[src/hw/hpst_defines.vh]
// Contract
// - bit 7 selects duty corrector bypass
// - control byte resets to 80h
// - bits 5:4 lengthen or shorten high phase
// - bits 2:0 give (n+1) times 60ps delay
// - CA-CF and DA-FF reserved, no function
// - result fields read-only 4-bit step counts
// - nominal de-skew step is 29ps
// - group 0 reads 0111b until training
// - group 1 reads 0000b until training
// - odd byte holds groups 2 and 3
// - D0-D7 pairs cover four data bundles
// - D8/D9 pair covers address and request lanes
`ifndef HPST_DEFINES_VH
`define HPST_DEFINES_VH

// register offsets, byte addressed
`define HPST_OFF_STROBE_TRIM   8'hc9
`define HPST_OFF_DLANE0_G01    8'hd0
`define HPST_OFF_DLANE0_G23    8'hd1
`define HPST_OFF_DLANE1_G01    8'hd2
`define HPST_OFF_DLANE1_G23    8'hd3
`define HPST_OFF_DLANE2_G01    8'hd4
`define HPST_OFF_DLANE2_G23    8'hd5
`define HPST_OFF_DLANE3_G01    8'hd6
`define HPST_OFF_DLANE3_G23    8'hd7
`define HPST_OFF_ADDR_G01      8'hd8
`define HPST_OFF_ADDR_G23      8'hd9
`define HPST_OFF_RSV0_LO       8'hca
`define HPST_OFF_RSV0_HI       8'hcf
`define HPST_OFF_RSV1_LO       8'hda
`define HPST_OFF_RSV1_HI       8'hff

// control byte layout and reset
`define HPST_STROBE_TRIM_RST   8'h80
`define HPST_TRIM_WR_MASK      8'hb7
`define HPST_BYPASS_BIT        7
`define HPST_DUTY_HI           5
`define HPST_DUTY_LO           4
`define HPST_DELAY_HI          2
`define HPST_DELAY_LO          0

// duty trim encodings
`define HPST_DUTY_LONG_40      2'h0
`define HPST_DUTY_LONG_80      2'h1
`define HPST_DUTY_SHORT_40     2'h2
`define HPST_DUTY_SHORT_80     2'h3
`define HPST_DUTY_FINE_PS      7'h28
`define HPST_DUTY_COARSE_PS    7'h50

// strobe delay step, 60 ps
`define HPST_DELAY_STEP_PS     9'h03c

// de-skew step sizes: 29 ps nominal, 20 to 39 ps
`define HPST_DESKEW_STEP_PS    9'h01d
`define HPST_DESKEW_MIN_PS     9'h014
`define HPST_DESKEW_MAX_PS     9'h027

// result defaults while untrained
`define HPST_G0_DEFAULT        4'h7
`define HPST_GX_DEFAULT        4'h0
`define HPST_BUNDLES           5
`define HPST_RESULT_W          80

`endif

[src/hw/hpst_regs.v]
`timescale 1ns/100ps
`include "hpst_defines.vh"

// strobe trim control and de-skew result register bank
module hpst_regs
(
  // clock, reset, enable
  input  wire         clk,
  input  wire         rst,
  input  wire         ce,
  // register port
  input  wire [7:0]   reg_addr,
  input  wire [7:0]   reg_wdata,
  input  wire         reg_wr,
  input  wire         reg_rd,
  output reg  [7:0]   reg_rdata,
  // strap preload, same clock
  input  wire         strap_load,
  input  wire [7:0]   strap_value,
  // de-skew trainer, foreign domain
  input  wire         deskew_rst_in,
  input  wire         deskew_started_in,
  input  wire [79:0]  deskew_result_in,
  // strobe clock controls to analog cells
  output wire         duty_corrector_bypass,
  output wire [1:0]   duty_trim_code,
  output wire [2:0]   clk_delay_code,
  // decoded trim figures
  output reg          duty_lengthen,
  output reg  [6:0]   duty_adjust_ps,
  output reg  [8:0]   clk_delay_ps,
  // nominal delay of address bundle group 0
  output reg  [8:0]   addr_g0_delay_ps,
  // trainer state seen by this block
  output wire         deskew_valid
);

  // control byte, only writable bits stored
  reg  [7:0]  trim_reg;
  reg  [7:0]  trim_next;

  // two-flop synchronisers for trainer signals
  reg         dsk_rst_s1_reg;
  reg         dsk_rst_s2_reg;
  reg         dsk_start_s1_reg;
  reg         dsk_start_s2_reg;
  reg  [79:0] dsk_res_s1_reg;
  reg  [79:0] dsk_res_s2_reg;

  // third result stage and the coherent copy software reads
  reg  [79:0] dsk_res_s3_reg;
  reg  [79:0] dsk_res_hold_reg;
  wire        dsk_res_steady;

  // a coherent word is held while the trainer is up
  reg         view_ok_reg;
  wire        view_ok;

  // results as software sees them
  wire [79:0] result_view;

  // read path helpers
  reg  [7:0]  rd_next;
  wire [7:0]  res_idx;
  wire [2:0]  res_bundle;
  wire        res_odd;
  wire        in_result;
  wire        in_rsv0;
  wire        in_rsv1;

  // decoded next values
  reg         lengthen_next;
  reg  [6:0]  adjust_next;
  reg  [8:0]  delay_next;
  reg  [8:0]  g0_delay_next;

  // write hits the control byte
  wire        trim_hit;

  assign trim_hit = reg_wr && (reg_addr == `HPST_OFF_STROBE_TRIM);

  // reserved ranges decode, kept only for the read mux
  assign in_rsv0 = (reg_addr >= `HPST_OFF_RSV0_LO) &&
                   (reg_addr <= `HPST_OFF_RSV0_HI);
  assign in_rsv1 = (reg_addr >= `HPST_OFF_RSV1_LO);

  // result window d0..d9
  assign in_result = (reg_addr >= `HPST_OFF_DLANE0_G01) &&
                     (reg_addr <= `HPST_OFF_ADDR_G23);
  assign res_idx    = reg_addr - `HPST_OFF_DLANE0_G01;
  assign res_bundle = res_idx[3:1];
  assign res_odd    = res_idx[0];

  // trainer has run and is out of reset
  assign deskew_valid = dsk_start_s2_reg && !dsk_rst_s2_reg;

  // results shown only once a coherent word is held
  assign view_ok = deskew_valid && view_ok_reg;

  // control fields straight from the stored byte
  assign duty_corrector_bypass = trim_reg[`HPST_BYPASS_BIT];
  assign duty_trim_code        = trim_reg[`HPST_DUTY_HI:`HPST_DUTY_LO];
  assign clk_delay_code        = trim_reg[`HPST_DELAY_HI:`HPST_DELAY_LO];

  // per-bundle default masking while untrained
  genvar b;
  generate
    for (b = 0; b < `HPST_BUNDLES; b = b + 1)
    begin : g_bundle
      // group 0 of each even byte
      assign result_view[16*b+3:16*b] = view_ok ?
        dsk_res_hold_reg[16*b+3:16*b] : `HPST_G0_DEFAULT;
      // group 1 of each even byte
      assign result_view[16*b+7:16*b+4] = view_ok ?
        dsk_res_hold_reg[16*b+7:16*b+4] : `HPST_GX_DEFAULT;
      // groups 2 and 3 in the odd byte
      assign result_view[16*b+11:16*b+8] = view_ok ?
        dsk_res_hold_reg[16*b+11:16*b+8] : `HPST_GX_DEFAULT;
      assign result_view[16*b+15:16*b+12] = view_ok ?
        dsk_res_hold_reg[16*b+15:16*b+12] : `HPST_GX_DEFAULT;
    end
  endgenerate

  // control byte next value
  // a software write beats a strap load in the same cycle,
  // since software acts on purpose and the strap only once
  always @*
  begin
    trim_next = trim_reg;
    if (trim_hit)
    begin
      // reserved bits 6 and 3 dropped on write
      trim_next = reg_wdata & `HPST_TRIM_WR_MASK;
    end
    else if (strap_load)
    begin
      // strap preload masked the same way
      trim_next = strap_value & `HPST_TRIM_WR_MASK;
    end
  end

  // control byte storage
  always @(posedge clk)
  begin
    if (rst)
    begin
      // bypass on, both trims zero
      trim_reg <= `HPST_STROBE_TRIM_RST;
    end
    else if (ce)
    begin
      trim_reg <= trim_next;
    end
  end

  // synchronisers: stage one read only by stage two
  // each result bit is synchronised on its own here;
  // the filter below makes the word as a whole coherent
  always @(posedge clk)
  begin
    if (rst)
    begin
      dsk_rst_s1_reg   <= 1'b1;
      dsk_rst_s2_reg   <= 1'b1;
      dsk_start_s1_reg <= 1'b0;
      dsk_start_s2_reg <= 1'b0;
      dsk_res_s1_reg   <= {`HPST_RESULT_W{1'b0}};
      dsk_res_s2_reg   <= {`HPST_RESULT_W{1'b0}};
    end
    else if (ce)
    begin
      dsk_rst_s1_reg   <= deskew_rst_in;
      dsk_rst_s2_reg   <= dsk_rst_s1_reg;
      dsk_start_s1_reg <= deskew_started_in;
      dsk_start_s2_reg <= dsk_start_s1_reg;
      dsk_res_s1_reg   <= deskew_result_in;
      dsk_res_s2_reg   <= dsk_res_s1_reg;
    end
  end

  // word crossing: the 80 result bits come from a foreign clock and
  // may be caught mid-change, so a word is taken only when two
  // successive synchronised samples agree; costs two cycles of latency
  assign dsk_res_steady = (dsk_res_s2_reg == dsk_res_s3_reg);

  // result filter: stage three and the held word
  always @(posedge clk)
  begin
    if (rst)
    begin
      // nothing trained yet; masking hides these anyway
      dsk_res_s3_reg   <= {`HPST_RESULT_W{1'b0}};
      dsk_res_hold_reg <= {`HPST_RESULT_W{1'b0}};
    end
    else if (ce)
    begin
      // stage three only ever reads stage two
      dsk_res_s3_reg <= dsk_res_s2_reg;
      if (dsk_res_steady)
      begin
        // two equal samples: the word is coherent
        dsk_res_hold_reg <= dsk_res_s2_reg;
      end
      else
      begin
        // still moving: keep the last coherent word
        dsk_res_hold_reg <= dsk_res_hold_reg;
      end
    end
  end

  // view qualifier: raised once a coherent word is held while the
  // trainer is up, dropped as soon as the trainer goes away
  always @(posedge clk)
  begin
    if (rst)
    begin
      // untrained after reset
      view_ok_reg <= 1'b0;
    end
    else if (ce)
    begin
      if (!deskew_valid)
      begin
        // trainer in reset or not started
        view_ok_reg <= 1'b0;
      end
      else if (dsk_res_steady)
      begin
        // hold takes a coherent word at this same edge
        view_ok_reg <= 1'b1;
      end
    end
  end

  // read data mux, zero when no read so data stand one cycle
  always @*
  begin
    rd_next = 8'h00;
    if (reg_rd)
    begin
      if (reg_addr == `HPST_OFF_STROBE_TRIM)
      begin
        // reserved bits already zero in storage
        rd_next = trim_reg;
      end
      else if (in_result)
      begin
        // even byte groups 0/1, odd byte groups 2/3
        case (res_bundle)
          3'h0:    rd_next = res_odd ? result_view[15:8]  : result_view[7:0];
          3'h1:    rd_next = res_odd ? result_view[31:24] : result_view[23:16];
          3'h2:    rd_next = res_odd ? result_view[47:40] : result_view[39:32];
          3'h3:    rd_next = res_odd ? result_view[63:56] : result_view[55:48];
          3'h4:    rd_next = res_odd ? result_view[79:72] : result_view[71:64];
          default: rd_next = 8'h00;
        endcase
      end
      else if (in_rsv0 || in_rsv1)
      begin
        // reserved space reads zero
        rd_next = 8'h00;
      end
      else
      begin
        // unmapped offsets read zero too
        rd_next = 8'h00;
      end
    end
  end

  // read data register
  // writes to result offsets fall through: nothing stores them
  always @(posedge clk)
  begin
    if (rst)
    begin
      reg_rdata <= 8'h00;
    end
    else if (ce)
    begin
      reg_rdata <= rd_next;
    end
  end

  // duty trim decode
  always @*
  begin
    lengthen_next = 1'b1;
    adjust_next   = `HPST_DUTY_FINE_PS;
    case (duty_trim_code)
      `HPST_DUTY_LONG_40:
      begin
        lengthen_next = 1'b1;
        adjust_next   = `HPST_DUTY_FINE_PS;
      end
      `HPST_DUTY_LONG_80:
      begin
        lengthen_next = 1'b1;
        adjust_next   = `HPST_DUTY_COARSE_PS;
      end
      `HPST_DUTY_SHORT_40:
      begin
        lengthen_next = 1'b0;
        adjust_next   = `HPST_DUTY_FINE_PS;
      end
      `HPST_DUTY_SHORT_80:
      begin
        lengthen_next = 1'b0;
        adjust_next   = `HPST_DUTY_COARSE_PS;
      end
      default:
      begin
        lengthen_next = 1'b1;
        adjust_next   = `HPST_DUTY_FINE_PS;
      end
    endcase
  end

  // delay decode: code zero still gives one step
  always @*
  begin
    delay_next = ({6'h00, clk_delay_code} + 9'h001) * `HPST_DELAY_STEP_PS;
  end

  // nominal address group 0 delay; true step may be 20 to 39 ps
  always @*
  begin
    g0_delay_next = {5'h00, result_view[67:64]} * `HPST_DESKEW_STEP_PS;
  end

  // decoded figures held in flops
  always @(posedge clk)
  begin
    if (rst)
    begin
      // matches the reset control byte
      duty_lengthen    <= 1'b1;
      duty_adjust_ps   <= `HPST_DUTY_FINE_PS;
      clk_delay_ps     <= `HPST_DELAY_STEP_PS;
      addr_g0_delay_ps <= {5'h00, `HPST_G0_DEFAULT} * `HPST_DESKEW_STEP_PS;
    end
    else if (ce)
    begin
      duty_lengthen    <= lengthen_next;
      duty_adjust_ps   <= adjust_next;
      clk_delay_ps     <= delay_next;
      addr_g0_delay_ps <= g0_delay_next;
    end
  end

endmodule

[config.mk]
export PLATFORM = sky130hd
export DESIGN_NAME = hpst_regs
export DESIGN_NICKNAME = d
export VERILOG_FILES = /design/src/hw/hpst_regs.v
export VERILOG_INCLUDE_DIRS = /design/src /design/src/hw
export SDC_FILE = /design/constraint.sdc
export NUM_CORES = 1
export LEC_CHECK = 0
export ABC_AREA = 1
export BUFFER_PORTS_ARGS = -buffer_cell sky130_fd_sc_hd__buf_2
export CORE_MARGIN = 1.5
export CORE_UTILIZATION = 59
export CTS_BUF_LIST = sky130_fd_sc_hd__clkbuf_16
export DETAILED_ROUTE_END_ITERATION = 10
export GPL_ROUTABILITY_DRIVEN = 0
export PLACE_DENSITY_LB_ADDON = 0.12
export SYNTH_ARGS = -nofsm -noshare
export SYNTH_HDL_FRONTEND = slang
export SYNTH_SLANG_ARGS = --single-unit
[constraint.sdc]
create_clock -name clk -period 3.5 [get_ports clk]
set_input_delay 0.7 -clock clk [delete_from_list [all_inputs] [get_ports clk]]
set_output_delay 0.7 -clock clk [all_outputs]
set_load 0.03 [all_outputs]
==> summary.md <==
| Metric | Value |
|---|---|
| EDFF count, synth | 0 |
| Slack of the critical path | 0.364 ns |
| Dominant cell by count in the synthesized netlist | nor2_1 |
| Starting density of the core | 60.6% |
| Syn_area_per_cell | 6.92 um^2 |
| Post-route design area | 0.0174 mm^2 |
| First-pass GRT wire length | 61600 um |
| RR Endpoint | addr_g0_delay_ps[8]$_SDFFE_PP0P_ |
| Async SR Flop Fraction | 0% |
| Fin Clk Skew | 0.0165 ns |
| Ys flop type | dfxtp_1 |
| Sequential-to-total area share from yosys stat | 46.6% |
| Core Rows | 58 |
| Setup slack, reg-to-reg | 0.36 ns |
| Cts bufs inserted | 38 |
| Power Dens Cells | 512 mW/mm^2 |
| Final setup viols | 0 |
| Final WL | 38600 um |
| Worst slew pin tran | 0.839 ns |
| Critical R2R Launch | dsk_start_s2_reg$_SDFFE_PP0P_ |
| Synth cell types | 34 |
| Final Slew Violations | 0 |
| R2R cell count | 19 |
| Peak VDD IR | 0.407 mV |
| Worst slack, placed | 0.379 ns |
| Worst Hold End | dsk_res_s1_reg[38]$_SDFFE_PP0P_ |
| RSZ-0062 raised after global routing | false |
| Max Cap Viol | 0 |
| Critical path data required time | 3.93 ns |
| Setup crit end kind | register |
| Worst Hold Class | in -> reg |
| Critical path peak fanout | 10 |
| Cts repair resizes | 0 |
| Max Buffers Root-to-Sink | 3 |
| Pin count of the biggest net entering global routing | 127 |
| Min Clock Period, post-route | 3.14 ns |
| F_max | 0.319 GHz |
| Clk Latency, worst-skew pair | 0.53 ns |
| Worst Hold Path Cells | 3 |
| Leading area contributor after synthesis | dfxtp_1 |
| Root buf cell | clkbuf_16 |
| Antenna cell count | 0 |
| Clock net sink count | 358 |
| Core area | 0.0254 mm^2 |
| Register bit count reported by yosys | 358 |
| Post-CTS setup buffers | 0 |
| Headroom to the max-slew limit | 44.0% |
| Cells taking the most area after synthesis | dfxtp_1 47%, nor2_1 11%, nand2_1 11% |
| Full die area | 0.0271 mm^2 |
| Setup Crit Path Kind | reg -> reg |
| Hold Startpoint | deskew_result_in[38] |
| Avg WL per Cell | 14.5 um |
| DP Wirelength | 26300 um |
| Initial DRC Count | 1371 |
| DRC Markers | 0 |
| Drt pass-1 iters | 5 |
| Die extent in y | 165 um |
| Synth-to-Final Area Change | 12.7% |
| Dpl cell area | 0.0163 mm^2 |
| YS warnings | 0 |
| Cell Area, Synth | 0.0154 mm^2 |
| Setup TNS Final | 0 ns |
| Vias in the first global route | 12.5k |
| Post-DRT Antenna Nets | 0 |
| Initial antenna violation count | 0 |
| GRT Total Usage | 28.6% |
| Vias | 14.0k |
| Share of the synthesized area in the top cell type | 46.6% |
| Number of vias per cell | 5.25 |
| Pleak | 8.29 nW |
| Port-buffer cells | 143 |
| CTS clk-pin slew, worst paths | 0.06 ns |
| Synth Instances | 2224 |
| WP data arrival | 3.56 ns |
| # nets final | 2446 |
| Final hold vios | 0 |
| TritonCTS clock tree | built |
| Synth top cells by count | 445 x nor2_1, 440 x nand2_1, 358 x dfxtp_1 |
| Final Cycle Share | 89.6% |
| Share of cells above drive strength 1 | 10.7% |
| Io pins | 153 |
| Status | complete, no violations |
| H-tree depth | 2 |
| Worst hold slack | 0.390 ns |
| Cts hold-fix bufs | 0 |
| Startpoint Class | register |
| Die W | 165 um |
| Grt ovf | 0 |
## how the worst max path moves through the flow
stage	from	to	slack (ns)	depth (start not counted)
6_report	dsk_start_s2_reg$_SDFFE_PP0P_	addr_g0_delay_ps[8]$_SDFFE_PP0P_	0.36	19
5_1_grt	dsk_start_s2_reg$_SDFFE_PP0P_	addr_g0_delay_ps[8]$_SDFFE_PP0P_	0.03	19
4_1_cts	dsk_start_s2_reg$_SDFFE_PP0P_	addr_g0_delay_ps[8]$_SDFFE_PP0P_	0.37	19
3_5_place_dp	dsk_start_s2_reg$_SDFFE_PP0P_	addr_g0_delay_ps[8]$_SDFFE_PP0P_	0.38	19
3_3_place_gp	dsk_start_s2_reg$_SDFFE_PP0P_	addr_g0_delay_ps[8]$_SDFFE_PP0P_	0.42	19
2_1_floorplan	dsk_start_s2_reg$_SDFFE_PP0P_	addr_g0_delay_ps[8]$_SDFFE_PP0P_	0.15	19
## metal layers
metal | up-vias | global-route usage [%] | wire [um]
li1 | 7135 | - | -
met1 | 6345 | 39.7 | 17900
met3 | 65 | 3.87 | 2250
met2 | 421 | 46.4 | 17400
met5 | - | 0 | 0
met4 | 0 | 8.85 | 987
## metrics by stage
| stage | cells | util (%) | total power (W) |
|---|---|---|---|
| 6_report | 2659 | 68.3 | 0.00888 |
| 3_5_place_dp | 2595 | 64.1 | 0.00540 |
| 2_1_floorplan | 2228 | - | 0.00510 |
| 4_1_cts | 2659 | 68.3 | 0.00893 |
| 5_1_grt | 2659 | 68.3 | 0.00925 |
| 3_3_place_gp | 2595 | 64.1 | 0.00538 |
## layout by cell type, fill, tap and decap left out, types with 19 or more instances in the layout
| master | instances |
|---|---|
| o21ai_0 | 297 |
| clkbuf_16 | 38 |
| inv_2 | 33 |
| dfxtp_1 | 358 |
| a21oi_1 | 173 |
| ha_1 | 23 |
| nor2_1 | 445 |
| buf_4 | 19 |
| nand2_1 | 440 |
| inv_1 | 222 |
| nand3_1 | 28 |
| buf_2 | 142 |
## critical path, cell delays in order (launching register included)
cell and delay [ns]:
dfxtp_1 0.31, inv_1 0.05, nor2_1 0.14, nand2_1 0.13, clkinv_1 0.22, nand2_1 0.21, ha_1 0.33, inv_1 0.05
fa_1 0.49, inv_1 0.07, ha_1 0.29, nand3_1 0.08, nand2_1 0.07, nand2_1 0.08, nand2_1 0.05, a21o_1 0.15
a21oi_1 0.11, o21ai_0 0.10, nand2_1 0.06, inv_1 0.03
## layout make-up
class / count / area [um^2]
Clock buffer: 38 / 951
Clock inverter: 26 / 129
Fill cell: 2286 / 8050
Inverter: 251 / 957
Multi-Input combinational cell: 1489 / 6770
Sequential cell: 358 / 7170
Tap cell: 330 / 413
Timing Repair Buffer: 167 / 965
## power breakdown
group / switching, W / internal, W
combinational: 0.000586 / 0.000311
clock: 0.00159 / 0.00197
sequential: 0.000144 / 0.00428
total: 0.00232 / 0.00656
## cells by family (layout without fill, tap and decap cells)
| family | after synthesis | in the layout | share of synthesized area, % |
|---|---|---|---|
| simple gates | 921 | 921 | 22.8 |
| buf+inv | 381 | 482 | 9.61 |
| fa+ha+maj | 29 | 29 | 2.65 |
| compound gates | 515 | 515 | 17.3 |
| flops | 358 | 358 | 46.6 |
| xor+xnor | 19 | 19 | 1.08 |
| other cells | 1 | 5 | 0.0244 |
Note: power is estimated with default switching activity, not from simulation.
